File: src/include/bcc_pkg.sv
package bcc_pkg;

  // ==========================================================
  // Bus map (byte addresses)
  localparam logic [7:0] BCC_OFS_CTRL  = 8'h00;
  localparam logic [7:0] BCC_OFS_STAT  = 8'h04;
  localparam logic [7:0] BCC_OFS_ACCUM = 8'h08;
  localparam logic [7:0] BCC_OFS_PC    = 8'h0C;
  localparam logic [7:0] BCC_OFS_STACK = 8'h10;
  localparam logic [7:0] BCC_OFS_FILE  = 8'h80;

  // ==========================================================
  // Control register fields
  localparam int BCC_CTRL_RUN  = 0;
  localparam int BCC_CTRL_PSA  = 1;
  localparam logic [1:0] BCC_CTRL_RST = 2'h0;

  // ==========================================================
  // Status byte fields
  localparam int BCC_ST_Z     = 2;
  localparam int BCC_ST_SLEEP = 3;
  localparam int BCC_ST_EXP   = 4;
  localparam int BCC_ST_PG_LO = 5;
  localparam int BCC_ST_PG_HI = 6;
  localparam logic [7:0] BCC_STAT_RST = 8'h18;

  // ==========================================================
  // Instruction field layout
  localparam int BCC_F_LO = 0;
  localparam int BCC_F_HI = 4;
  localparam int BCC_B_LO = 5;
  localparam int BCC_B_HI = 7;
  localparam int BCC_D    = 5;

  // ==========================================================
  // Opcodes
  localparam logic [3:0]  BCC_OP_SET_BIT   = 4'h5;
  localparam logic [3:0]  BCC_OP_SKIP_LOW  = 4'h6;
  localparam logic [3:0]  BCC_OP_SKIP_HIGH = 4'h7;
  localparam logic [3:0]  BCC_OP_CALL      = 4'h9;
  localparam logic [6:0]  BCC_OP_ZERO_REG  = 7'h03;
  localparam logic [5:0]  BCC_OP_INVERT    = 6'h09;
  localparam logic [11:0] BCC_OP_ZERO_ACC  = 12'h040;
  localparam logic [11:0] BCC_OP_KICK      = 12'h004;

  localparam logic [10:0] BCC_PC_RST = 11'h000;

endpackage : bcc_pkg

File: src/verilog/bcc_core.sv
// Our own choices: the register addresses and the AHB-Lite slave port.
`timescale 1ns/10ps
// Behaviour
// - Opcode 0101 sets bit b of register f in one cycle and leaves every status flag alone.
// - Opcode 0111 skips the next instruction when bit b of register f is one, with no flag change.
// - A taken skip discards the already fetched instruction and runs a no-op instead, costing two cycles.
// - A call first pushes the current counter value, pc_r unchanged, onto the return stack.
// - A call loads the literal into counter bits 7:0, status bits 6:5 into counter bits 10:9 and clears bit 8.
// - A call is encoded 1001 plus an 8-bit literal, takes two cycles and changes no flag.
// - Encoding 0000 011f ffff writes zero to register f and sets the zero flag in one cycle.
// - The clear-accumulator instruction writes 00h into the accumulator and sets the zero flag.
// - The watchdog kick clears the watchdog counter and, only when the prescaler belongs to it, the prescaler.
// - The watchdog kick 0000 0000 0100 sets both the active-low expiry and sleep flags.
// - Encoding 0010 01df ffff inverts register f and sets the zero flag from the result in one cycle.
// - For the invert, d of 0 writes the accumulator and d of 1 writes register f back.
module bcc_core
  import bcc_pkg::*;
#(
  parameter int FILE_DEPTH = 32
)(
  input  wire logic        hclk,
  input  wire logic        hresetn,
  input  wire logic        hsel,
  input  wire logic [31:0] haddr,
  input  wire logic [1:0]  htrans,
  input  wire logic        hwrite,
  input  wire logic [2:0]  hsize,
  input  wire logic [31:0] hwdata,
  input  wire logic        hready,
  output logic      [31:0] hrdata,
  output logic             hreadyout,
  output logic             hresp,
  input  wire logic        instr_valid,
  input  wire logic [11:0] instr_word,
  input  wire logic        expiry_evt,
  input  wire logic        sleep_evt,
  output logic      [10:0] fetch_pc,
  output logic             flush,
  output logic             watchdog_clear,
  output logic             prescaler_clear,
  output logic      [10:0] stack_head
);
  import bcc_pkg::*;

  // ==========================================================
  // State
  logic [7:0]  file_r [FILE_DEPTH];
  logic [1:0]  ctrl_r,   ctrl_nxt;
  logic [7:0]  stat_r,   stat_nxt;
  logic [7:0]  w_r,      w_nxt;
  logic [10:0] pc_r,     pc_nxt;
  logic [10:0] stk0_r,   stk0_nxt;
  logic [10:0] stk1_r,   stk1_nxt;
  logic        flush_r,  flush_nxt;
  logic        wdc_r,    wdc_nxt;
  logic        psc_r,    psc_nxt;
  logic        dph_r,    dph_nxt;
  logic        dwr_r,    dwr_nxt;
  logic [7:0]  dadr_r,   dadr_nxt;
  logic [31:0] rdat_r,   rdat_nxt;

  // ==========================================================
  // Decode
  logic [4:0]  fa;
  logic [2:0]  bi;
  logic [7:0]  fval;
  logic        bitv;
  logic        exec;
  logic        op_set, op_slo, op_shi, op_call, op_zreg, op_zacc, op_kick, op_inv;
  logic        fw_en;
  logic [4:0]  fw_adr;
  logic [7:0]  fw_dat;

  assign fa      = instr_word[BCC_F_HI:BCC_F_LO];
  assign bi      = instr_word[BCC_B_HI:BCC_B_LO];
  assign fval    = file_r[fa];
  assign bitv    = fval[bi];
  // A flushed slot still consumes its fetch but executes nothing
  assign exec    = ctrl_r[BCC_CTRL_RUN] & instr_valid & ~flush_r;
  assign op_set  = exec & (instr_word[11:8] == BCC_OP_SET_BIT);
  assign op_slo  = exec & (instr_word[11:8] == BCC_OP_SKIP_LOW);
  assign op_shi  = exec & (instr_word[11:8] == BCC_OP_SKIP_HIGH);
  assign op_call = exec & (instr_word[11:8] == BCC_OP_CALL);
  assign op_zreg = exec & (instr_word[11:5] == BCC_OP_ZERO_REG);
  assign op_zacc = exec & (instr_word == BCC_OP_ZERO_ACC);
  assign op_kick = exec & (instr_word == BCC_OP_KICK);
  assign op_inv  = exec & (instr_word[11:6] == BCC_OP_INVERT);

  // ==========================================================
  // Execute
  always_comb
  begin
    w_nxt     = w_r;
    stat_nxt  = stat_r;
    pc_nxt    = pc_r;
    stk0_nxt  = stk0_r;
    stk1_nxt  = stk1_r;
    flush_nxt = 1'b0;
    wdc_nxt   = 1'b0;
    psc_nxt   = 1'b0;
    fw_en     = 1'b0;
    fw_adr    = fa;
    fw_dat    = fval;
    // Hardware clears flags first so a kick in the same cycle wins
    if (expiry_evt)
      stat_nxt[BCC_ST_EXP] = 1'b0;
    if (sleep_evt)
      stat_nxt[BCC_ST_SLEEP] = 1'b0;
    if (ctrl_r[BCC_CTRL_RUN] && instr_valid)
      pc_nxt = 11'(pc_r + 11'h001);
    if (op_set)
    begin
      fw_en      = 1'b1;
      fw_dat[bi] = 1'b1;
    end
    if ((op_shi && bitv) || (op_slo && !bitv))
      flush_nxt = 1'b1;
    if (op_call)
    begin
      stk1_nxt  = stk0_r;
      stk0_nxt  = pc_r;
      pc_nxt    = {stat_r[BCC_ST_PG_HI:BCC_ST_PG_LO], 1'b0, instr_word[7:0]};
      flush_nxt = 1'b1;
    end
    if (op_zreg)
    begin
      fw_en             = 1'b1;
      fw_dat            = 8'h00;
      stat_nxt[BCC_ST_Z] = 1'b1;
    end
    if (op_zacc)
    begin
      w_nxt              = 8'h00;
      stat_nxt[BCC_ST_Z] = 1'b1;
    end
    if (op_kick)
    begin
      wdc_nxt                = 1'b1;
      psc_nxt                = ctrl_r[BCC_CTRL_PSA];
      stat_nxt[BCC_ST_EXP]   = 1'b1;
      stat_nxt[BCC_ST_SLEEP] = 1'b1;
    end
    if (op_inv)
    begin
      stat_nxt[BCC_ST_Z] = (fval == 8'hFF);
      if (instr_word[BCC_D])
      begin
        fw_en  = 1'b1;
        fw_dat = ~fval;
      end
      else
        w_nxt = ~fval;
    end
    // Bus writes to state the core did not touch this cycle; a core write to any file register blocks every bus file write
    ctrl_nxt = ctrl_r;
    if (dph_r && dwr_r)
    begin
      if (dadr_r == BCC_OFS_CTRL)
        ctrl_nxt = hwdata[1:0];
      else if (dadr_r == BCC_OFS_STAT)
        stat_nxt[BCC_ST_PG_HI:BCC_ST_PG_LO] = hwdata[BCC_ST_PG_HI:BCC_ST_PG_LO];
      else if (dadr_r == BCC_OFS_ACCUM && !(op_zacc || (op_inv && !instr_word[BCC_D])))
        w_nxt = hwdata[7:0];
      else if (dadr_r >= BCC_OFS_FILE && !fw_en)
      begin
        fw_en  = 1'b1;
        fw_adr = dadr_r[6:2];
        fw_dat = hwdata[7:0];
      end
    end
  end

  // ==========================================================
  // AHB-Lite slave, zero wait states
  always_comb
  begin
    dph_nxt  = hsel & hready & htrans[1];
    dwr_nxt  = hwrite;
    dadr_nxt = haddr[7:0];
    rdat_nxt = 32'h0000_0000;
    if (dph_nxt && !hwrite)
    begin
      if (haddr[7:0] == BCC_OFS_CTRL)
        rdat_nxt = {30'h0000_0000, ctrl_r};
      else if (haddr[7:0] == BCC_OFS_STAT)
        rdat_nxt = {24'h00_0000, stat_r};
      else if (haddr[7:0] == BCC_OFS_ACCUM)
        rdat_nxt = {24'h00_0000, w_r};
      else if (haddr[7:0] == BCC_OFS_PC)
        rdat_nxt = {21'h00_0000, pc_r};
      else if (haddr[7:0] == BCC_OFS_STACK)
        rdat_nxt = {21'h00_0000, stk0_r};
      else if (haddr[7:0] >= BCC_OFS_FILE)
        rdat_nxt = {24'h00_0000, file_r[haddr[6:2]]};
    end
  end

  // ==========================================================
  // Registers
  always_ff @(posedge hclk or negedge hresetn)
  begin
    if (!hresetn)
    begin
      ctrl_r  <= BCC_CTRL_RST;
      stat_r  <= BCC_STAT_RST;
      w_r     <= 8'h00;
      pc_r    <= BCC_PC_RST;
      stk0_r  <= BCC_PC_RST;
      stk1_r  <= BCC_PC_RST;
      flush_r <= 1'b0;
      wdc_r   <= 1'b0;
      psc_r   <= 1'b0;
      dph_r   <= 1'b0;
      dwr_r   <= 1'b0;
      dadr_r  <= 8'h00;
      rdat_r  <= 32'h0000_0000;
    end
    else
    begin
      ctrl_r  <= ctrl_nxt;
      stat_r  <= stat_nxt;
      w_r     <= w_nxt;
      pc_r    <= pc_nxt;
      stk0_r  <= stk0_nxt;
      stk1_r  <= stk1_nxt;
      flush_r <= flush_nxt;
      wdc_r   <= wdc_nxt;
      psc_r   <= psc_nxt;
      dph_r   <= dph_nxt;
      dwr_r   <= dwr_nxt;
      dadr_r  <= dadr_nxt;
      rdat_r  <= rdat_nxt;
    end
  end

  // Data memory has no reset, like the real file
  always_ff @(posedge hclk)
  begin
    if (fw_en)
      file_r[fw_adr] <= fw_dat;
  end

  assign hrdata          = rdat_r;
  assign hreadyout       = 1'b1;
  assign hresp           = 1'b0;
  assign fetch_pc        = pc_r;
  assign flush           = flush_r;
  assign watchdog_clear  = wdc_r;
  assign prescaler_clear = psc_r;
  assign stack_head      = stk0_r;
endmodule : bcc_core

File: config.mk
export PLATFORM = sky130hd
export DESIGN_NAME = bcc_core
export DESIGN_NICKNAME = d
export VERILOG_FILES = /design/src/include/bcc_pkg.sv /design/src/verilog/bcc_core.sv
export SDC_FILE = /design/constraint.sdc
export NUM_CORES = 1
export LEC_CHECK = 0
export BUFFER_PORTS_ARGS = -buffer_cell sky130_fd_sc_hd__clkbuf_2
export CAP_MARGIN = 20
export CELL_PAD_IN_SITES_DETAIL_PLACEMENT = 1
export CELL_PAD_IN_SITES_GLOBAL_PLACEMENT = 1
export CORE_MARGIN = 2
export CORE_UTILIZATION = 54
export DETAILED_ROUTE_END_ITERATION = 16
export PLACE_DENSITY = 0.92
export SLEW_MARGIN = 25
export SYNTH_ARGS = -nofsm -noshare
export SYNTH_HDL_FRONTEND = slang
export SYNTH_SLANG_ARGS = --single-unit
File: constraint.sdc
create_clock -name hclk -period 3.88 [get_ports hclk]
set_input_delay 0.194 -clock hclk [delete_from_list [all_inputs] [get_ports hclk]]
set_output_delay 0.194 -clock hclk [all_outputs]
set_load 0.005 [all_outputs]
======== Word-level counts from Yosys, hierarchy flattened ========
Memories as Yosys holds them, arrays and structs flattened.
Cells that the tools add are included.
storage, ports and cells
  bits in registers ....................... 82
  RAM bits ................................ 256
  input port bits ......................... 89
  memories ................................ 1
memory list
  name    words  bits a word  read ports  clocked after memory_dff  write ports  line            RTL
  file_r  32     8            2           0                         1            bcc_core.sv:47  logic [7:0] file_r [FILE_DEPTH];
cells by class
  $add $sub $neg .......................... 1
  magnitude comparators ................... 4
  equal/unequal tests ..................... 15
  multiplexer cells ....................... 55
  bitwise gates (word level) .............. 16
  reduce and logical (&&, ||, !) cells .... 24
operator list
  operator                                                                       number
  8-bit two-way mux                                                              17
  11-bit two-way mux                                                             8
  5-bit two-way mux                                                              5
  8-bit by 4-bit == test with 1-bit output (second input constant)               3
  1-bit two-way mux                                                              22
  8-bit by 3-bit == test with 1-bit output (second input constant)               2
  8-bit >= comparator (second input constant)                                    2
  8-bit zero test                                                                2
  1-bit bitwise AND                                                              12
  12-bit by 3-bit == test with 1-bit output (second input constant)              1
  12-bit by 7-bit == test with 1-bit output (second input constant)              1
  4-bit by 3-bit == test with 1-bit output (second input constant)               3
  11-bit by 1-bit adder with 11-bit output (second input constant)               1
  1-bit logical AND                                                              9
  8-bit by 5-bit == test with 1-bit output (second input constant)               1
  8-bit == test (second input constant)                                          1
  8-bit inverter                                                                 1
  8-bit bitwise OR                                                               1
  7-bit by 2-bit == test with 1-bit output (second input constant)               1
  6-bit by 4-bit == test with 1-bit output (second input constant)               1
  2-bit nonzero test                                                             3
  1-bit zero test                                                                5
  4-bit == test (second input constant)                                          1
  3-bit by 4-bit less-than comparator with 1-bit output (second input constant)  1
  9 further kinds                                                                11

======== Logic depth before layout (Yosys ltp) ========
Gate-level depths: netlist of the first run.
  word-level depth ........................ 16
  gate-level depth with buffers ........... 12
  depth with buffers taken out ............ 8

======== Worst setup path after synthesis of the first run ========
No wires, ideal clock.
  path type ............................... input to register
  from .................................... input instr_word[6]
  to ...................................... memory file_r[18][0], enable pin
  arrival ................................. 2.291 ns
  required time ........................... 3.510 ns
  path slack .............................. 1.218 ns
  stages .................................. 12
  cells stage by stage .................... clkbuf_1 > nor2b_1 > a32oi_1 > nor2b_1 > buf_2 > or2_2 > buf_2 > buf_2 > nand2_1 > o31ai_1 > nand2_1 > nor2_1
on the way
  cells in the longest elaborated chain, start to end .. 14
  elaborated cells between the ends (all ways) .. 27
ends and longest elaborated chain
  what                                      line             RTL
  from (decl)                               bcc_core.sv:34   input wire logic [11:0] instr_word,
  7-bit by 2-bit == test with 1-bit output  bcc_core.sv:84   assign op_zreg = exec & (instr_word[11:5] == BCC_OP_ZERO_REG);
  1-bit bitwise AND                         bcc_core.sv:84
  1-bit two-way mux                         bcc_core.sv:125  if (op_zreg)
  1-bit two-way mux                         bcc_core.sv:146  if (instr_word[BCC_D])
  1-bit two-way mux                         bcc_core.sv:143  if (op_inv)
  1-bit zero test                           bcc_core.sv:164  else if (dadr_r >= BCC_OFS_FILE && !fw_en)
  1-bit logical AND                         bcc_core.sv:164
  1-bit two-way mux                         bcc_core.sv:164
  1-bit two-way mux                         bcc_core.sv:162  else if (dadr_r == BCC_OFS_ACCUM && !(op_zacc || (op_inv && !instr_word[BCC_D])))
  1-bit two-way mux                         bcc_core.sv:160  else if (dadr_r == BCC_OFS_STAT)
  1-bit two-way mux                         bcc_core.sv:158  if (dadr_r == BCC_OFS_CTRL)
  1-bit two-way mux                         bcc_core.sv:156  if (dph_r && dwr_r)
  1-bit two-way mux                         bcc_core.sv:239  if (fw_en)
  1-bit two-way mux (implied by the code)   bcc_core.sv:240  file_r[fw_adr] <= fw_dat;
  to (decl)                                 bcc_core.sv:47
Several ways; a longest one is shown, not always the timed one.

======== Final worst setup path of the first run ========
  from .................................... register ctrl_r[0]
  to ...................................... memory file_r[20][7], enable pin
on the way
  cells in the longest elaborated chain, start to end .. 16
  elaborated cells between the ends (all ways) .. 28
ends and longest elaborated chain
  what                                     line             RTL
  from (decl)                              bcc_core.sv:48   logic [1:0] ctrl_r, ctrl_nxt;
  from (signal assigned)                   bcc_core.sv:220  ctrl_r <= ctrl_nxt;
  1-bit bitwise AND (*) (2 in series)      bcc_core.sv:79   assign exec = ctrl_r[BCC_CTRL_RUN] & instr_valid & ~flush_r;
  1-bit bitwise AND                        bcc_core.sv:80   assign op_set = exec & (instr_word[11:8] == BCC_OP_SET_BIT);
  1-bit two-way mux                        bcc_core.sv:111  if (op_set)
  1-bit two-way mux                        bcc_core.sv:125
  1-bit two-way mux                        bcc_core.sv:146
  1-bit two-way mux                        bcc_core.sv:143
  1-bit zero test                          bcc_core.sv:164
  1-bit logical AND                        bcc_core.sv:164
  1-bit two-way mux                        bcc_core.sv:164
  1-bit two-way mux                        bcc_core.sv:162
  1-bit two-way mux                        bcc_core.sv:160
  1-bit two-way mux                        bcc_core.sv:158
  1-bit two-way mux                        bcc_core.sv:156
  1-bit two-way mux                        bcc_core.sv:239
  1-bit two-way mux (implied by the code)  bcc_core.sv:240
Every way passes the cells marked *; elsewhere a longest branch is shown, timed or not.

==> results.ini, run 1 <==
[detailed_routing]
drt_iter0_markers = 1683
ant_nets = 0
drt_wl_total_um = 53260
vias = 11070
drc = 0
wl_per_cell_um = 35.27
drt_pass1_iterations = 8
vias_per_cell = 7.330

[floorplan]
num_rows = 61
core-area_um2 = 27930
die_w_um = 173.1
dieArea_um2 = 29960
ios = 148
die_height_um = 173.1
initial_utilization_pct = 55.26

[power]
max-vdd-ir-drop_uv = 332.2
p_leak_nw = 6.292
power_density_nw_per_um2 = 440.2
fin_total_pwr_mw = 7.765

[worst_setup_path]
critPathCaptureType = flop
worstPathArrival_ps = 3920
crit_type = reg -> reg
critPathLaunchType = flop
path_max_fanout = 15
required_ps = 4030

[grt]
grt_use_total_pct = 35.73
grt_max_degree = 52
overflow = 0
first_global_vias = 11580
grt_pass1_wl_um = 79050
antenna_found_initial = 0

[clock_tree]
cts_tree = done
clkSinkCount = 317
cts.hold.buffers_added = 15
h-tree-depth = 2
clk_latency_ps = 530
clkSlewWorstSetupHoldPaths_ps = 60
clockRootBuffer = clkbuf_16
postCtsSetupBuffers = 0
post_cts_resize_count = 0
numCtsBuffers = 35
clk_path_buf_depth = 3

[logic_synthesis]
synth_edf_count = 256
yosysSeqAreaShare_pct = 59.70
ys_seq_elements = 317
synth_area_per_cell_um2 = 15.67
synthFlopType = edfxtp_1
syn_area_um2 = 15440
yosysUniqueCellTypes = 51
netlist_instances = 985
async_flop_share_pct = 19.24
yosysWarnings = 0

[cells_and_area]
final_nets = 1199
layout_common_cells = edfxtp_1, mux4_2, nor2_1
final_common_cell = edfxtp_1
drive_above_1_share_pct = 31.74
layoutNonFillerInstCount = 1510
fill_cells = 2550
area_growth_pct = 14.26
seq_area_um2 = 9216
multiInputGateArea_um2 = 5742
final_util_pct = 63.14

[sta]
setup_tns_ps = 0
worst_pin_slew_ps = 1032
skew_ps = 17.41
relSlewSlack_pct = 30.97
finalSetupViolCount = 0
max_freq_mhz = 265.1
grt_setup_unrepaired = no
timing.final.crit_share_pct = 97.23
slew_viol_final = 0
period_needed_ps = 3773
hold_violations = 0

[min_path]
hold_class = in -> reg

[placed_design]
hpwl_um = 32900
place.gp.congestion = 0.9656
io_buffers = 72
dp.cells = 1435

[flow_run]
drv_cap = 0

[status]
outcome = finished, final reports clean

## cell type report
class / instances / area share, %
Clock buffer: 40 / 5.249
Clock inverter: 19 / 0.8512
Tap cell: 378 / 2.681
Sequential cell: 317 / 52.25
Antenna cell: 1 / 0.01419
Inverter: 10 / 0.2128
Timing Repair Buffer: 157 / 6.186
Multi-Input combinational cell: 588 / 32.55
## logic make-up after synthesis
family	share of synthesized area (%)
other cells	0.04865
buf+inv	3.631
compound gates	7.449
fa+ha+maj	0.08104
mux	23.09
simple gates	5.941
flops	59.70
xor+xnor	0.05675
## worst max-delay path, stage by stage (launching register included)
cell     delay, ps
dfrtp_1        470
nand2_1        180
nor3_1         430
nor2b_1        400
or2_2          440
nand2_1        100
o21ai_0        230
nand2_1        330
nor2_1         810
## synthesized netlist by cell type (all sizes together) (2+ instances only)
master,count,share of area [%]
edfxtp,256,50
mux4,124,18
nor2,75,1.8
dfrtp,59,9.6
buf,57,2.6
a21oi,42,1.4
mux2,41,3.0
nand2,38,0.92
clkbuf,34,0.83
mux2i,31,2.0
o21ai,21,0.68
a31oi,20,0.81
a22oi,18,0.88
nand3,18,0.58
o221ai,15,0.85
a211oi,14,0.68
nor3,13,0.42
inv,10,0.24
and2,9,0.36
nor2b,9,0.36
o21a,9,0.44
o22ai,9,0.36
and3,8,0.32
nand2b,8,0.32
a22o,7,0.40
a222oi,6,0.39
a32oi,5,0.28
nand4,5,0.20
a21o,2,0.097
conb,2,0.049
dfstp,2,0.34
nand4b,2,0.11
## metal layers
layer  part of all wire, %  GRT usage (%)
met4                   6.3          17.58
met5                     0         0.3205
met3                    12          8.751
met1                    35          45.84
met2                    47          57.48
## flip-flops by register name, summed over array words and instances, names as in the netlist
name,flops
dadr_r,8
file_r,256
watchdog_clear,1
stack_head,11
flush,1
dwr_r,1
stat_r,5
w_r,8
dph_r,1
hrdata,11
fetch_pc,11
ctrl_r,2
prescaler_clear,1
## per-stage QoR
stage / setup WS [ps] / instance area, um^2 / hold slack, ps
floorplan: 1218 / 15520 / -101.6
global placement: 476.5 / 16410 / 315.2
detailed placement: 276.9 / 16410 / 320.0
CTS: 375.0 / 17630 / 0.3058
global route: 128.0 / 17640 / 14.96
finish: 107.4 / 17640 / 1.951
## power breakdown
part           switching, mW  leakage [nW]  internal [mW]
sequential            0.0136          3.12           3.76
clock                   1.38         0.526           1.84
combinational          0.501          2.65          0.268
## path summary, 6_finish.rpt
kind,startpoint,end,slack (ps),cells after the start
setup / recovery,ctrl_r[0],file_r[20][7],110,8
hold / removal,hwdata[2],w_r[2],2,3
setup reg to reg,ctrl_r[0],file_r[20][7],110,8
hold reg to reg,stat_r[3],stat_r[3],540,2
max in group asynchronous,hresetn,stat_r[3],2590,3
min in group asynchronous,hresetn,fetch_pc[6],370,2
No activity file was read; power rests on OpenSTA's default activity.
==> run 2, diff against run 1 <==
--- a/config.mk
+++ b/config.mk
@@ -11,7 +11,9 @@
 export CELL_PAD_IN_SITES_GLOBAL_PLACEMENT = 1
 export CORE_MARGIN = 2
 export CORE_UTILIZATION = 54
+export CTS_BUF_LIST = sky130_fd_sc_hd__clkbuf_16
 export DETAILED_ROUTE_END_ITERATION = 16
+export GPL_ROUTABILITY_DRIVEN = 1
 export PLACE_DENSITY = 0.92
 export SLEW_MARGIN = 25
 export SYNTH_ARGS = -nofsm -noshare
==> results.ini, run 2 (same netlist as run 1, synthesis figures left out) <==
[sta]
worst_pin_slew_ps = 1112  ; +79.82 ps
setup_tns_ps = 0  ; unchanged
hold_violations = 0  ; unchanged
grt_setup_unrepaired = no
slew_viol_final = 0  ; unchanged
timing.final.crit_share_pct = 93.58  ; -3.6 points
finalSetupViolCount = 0  ; unchanged
skew_ps = 37.26  ; +19.85 ps
period_needed_ps = 3631  ; -141.6 ps
max_freq_mhz = 275.4  ; +3.9%
relSlewSlack_pct = 25.63  ; -5.3 points

[grt]
overflow = 0  ; unchanged
use_met3_pct = 9.807  ; +1.1 points
grt_pass1_wl_um = 79740  ; +0.88%
met2_usage_pct = 57.62  ; +0.13 points
use_met1_pct = 45.86  ; about the same
first_global_vias = 11510  ; -0.66%
grt_max_degree = 52  ; unchanged
antenna_found_initial = 1  ; +1
grt_use_total_pct = 36.38  ; +0.65 points
busiest_layer = met2

[floorplan]
die_w_um = 173.1  ; unchanged
dieArea_um2 = 29960  ; unchanged
ios = 148  ; unchanged
initial_utilization_pct = 55.26  ; unchanged
die_height_um = 173.1  ; unchanged
core-area_um2 = 27930  ; unchanged
num_rows = 61  ; unchanged

[cells_and_area]
diodes = 0  ; -1
largest_reg_flops = 256  ; unchanged
finalInstanceArea_um2 = 17640  ; about the same
seq_area_um2 = 9216  ; unchanged
drive_above_1_share_pct = 31.63  ; -0.12 points
regMostFlops = file_r
final_nets = 1200  ; +0.083%
area_growth_pct = 14.24  ; about the same
multiInputGateArea_um2 = 5742  ; unchanged
fill_cells = 2571  ; +0.82%
final_common_cell = edfxtp_1
layout_common_cells = edfxtp_1, mux4_2, nor2_1

[worst_setup_path]
required_ps = 4020  ; about the same
critPathLaunchType = flop
path_max_fanout = 15  ; unchanged
rr_worst_depth = 8  ; unchanged
critPathCaptureType = flop
worstPathArrival_ps = 3770  ; -150 ps
crit_type = reg -> reg
rrSetupSlack_ps = 250  ; +140 ps

[clock_tree]
clk_path_buf_depth = 3  ; unchanged
clockRootBuffer = clkbuf_16
cts_tree = done
clkSinkCount = 317  ; unchanged
clkSlewWorstSetupHoldPaths_ps = 60  ; about the same
post_cts_resize_count = 0  ; unchanged
postCtsSetupBuffers = 0  ; unchanged
clk_latency_ps = 550  ; +20 ps
h-tree-depth = 2  ; unchanged
numCtsBuffers = 35  ; unchanged
cts.hold.buffers_added = 16  ; +1

[min_path]
hold_depth = 3  ; unchanged
hold_class = in -> reg

[placed_design]
hpwl_um = 32900  ; unchanged
io_buffers = 72  ; unchanged
placed_area_um2 = 16410  ; unchanged
place.gp.congestion = 0.9656  ; unchanged

[power]
max-vdd-ir-drop_uv = 326.9  ; -1.6%
p_leak_nw = 6.303  ; +0.17%
power_density_nw_per_um2 = 441.1  ; +0.20%

[flow_run]
drv_cap = 0  ; unchanged

[detailed_routing]
drt_wl_total_um = 53980  ; +1.4%
vias = 11080  ; +0.11%
drt_pass1_iterations = 5  ; -3
drc = 0  ; unchanged
vias_per_cell = 7.338  ; +0.11%
ant_nets = 0  ; unchanged
wl_per_cell_um = 35.75  ; +1.4%
drt_iter0_markers = 1733  ; +3.0%

[status]
outcome = finished, final reports clean

run 2: changes by cell type in the layout (fill, tap and decap cells not counted), sizes merged:
| cell | delta |
|---|---|
| clkbuf | -4 |
| dlygate4sd3 | +1 |
| inv | +3 |
| diode | -1 |
| clkinv | +1 |
run 2: path summary, 6_finish.rpt:
path                           start             to
setup / recovery           ctrl_r[0]  file_r[18][2]
hold / removal             hwdata[5]         w_r[5]
setup reg to reg           ctrl_r[0]  file_r[18][2]
hold reg to reg            stat_r[3]      stat_r[3]
max in group asynchronous    hresetn      stat_r[3]
min in group asynchronous    hresetn    fetch_pc[9]
run 2: layout make-up:
| cell class | instances | share of cell area [%] |
|---|---|---|
| multi-input combinational | 588 | 32.56 |
| clock inverter | 23 | 0.9365 |
| clock buffer | 36 | 5.108 |
| inverter | 10 | 0.2128 |
| tap | 378 | 2.682 |
| sequential | 317 | 52.26 |
| timing repair buffer | 158 | 6.243 |
run 2: metal layers:
layer  part of all wire, %  up-vias  wire length [um]
met5                 0.024        -                13
met2                    47     1010             25360
met3                    12      233              6373
met1                    34     5631             18590
li1                      -     4205                 -
met4                   6.8        2              3646
run 2: critical path, cell delays in order (launching register included):
cell     delay, ps
dfrtp_1        460
nand2_1        150
nor3_1         420
nor2b_1        420
or2_2          470
nand2_1        120
o31ai_1        140
nand2_1        200
nor2_1         890
run 2: power breakdown:
part           internal, mW  total (mW)  switching, mW
Sequential             3.76        3.77         0.0143
Clock                  1.81        3.23           1.42
Combinational         0.269       0.775          0.506
run 2: through the flow:
step / std cells / setup WS [ps] / power (mW) / hold slack, ps / util, %
2_1_floorplan: 1006 / 1218 / 4.270 / -101.6 / -
3_3_place_gp: 1435 / 476.5 / 4.485 / 315.2 / 58.73
3_5_place_dp: 1435 / 276.9 / 4.535 / 320.0 / 58.73
4_1_cts: 1510 / 420.4 / 7.695 / 14.26 / 63.12
5_1_grt: 1510 / 179.4 / 7.913 / 32.88 / 63.13
6_report: 1510 / 249.0 / 7.779 / 27.56 / 63.13
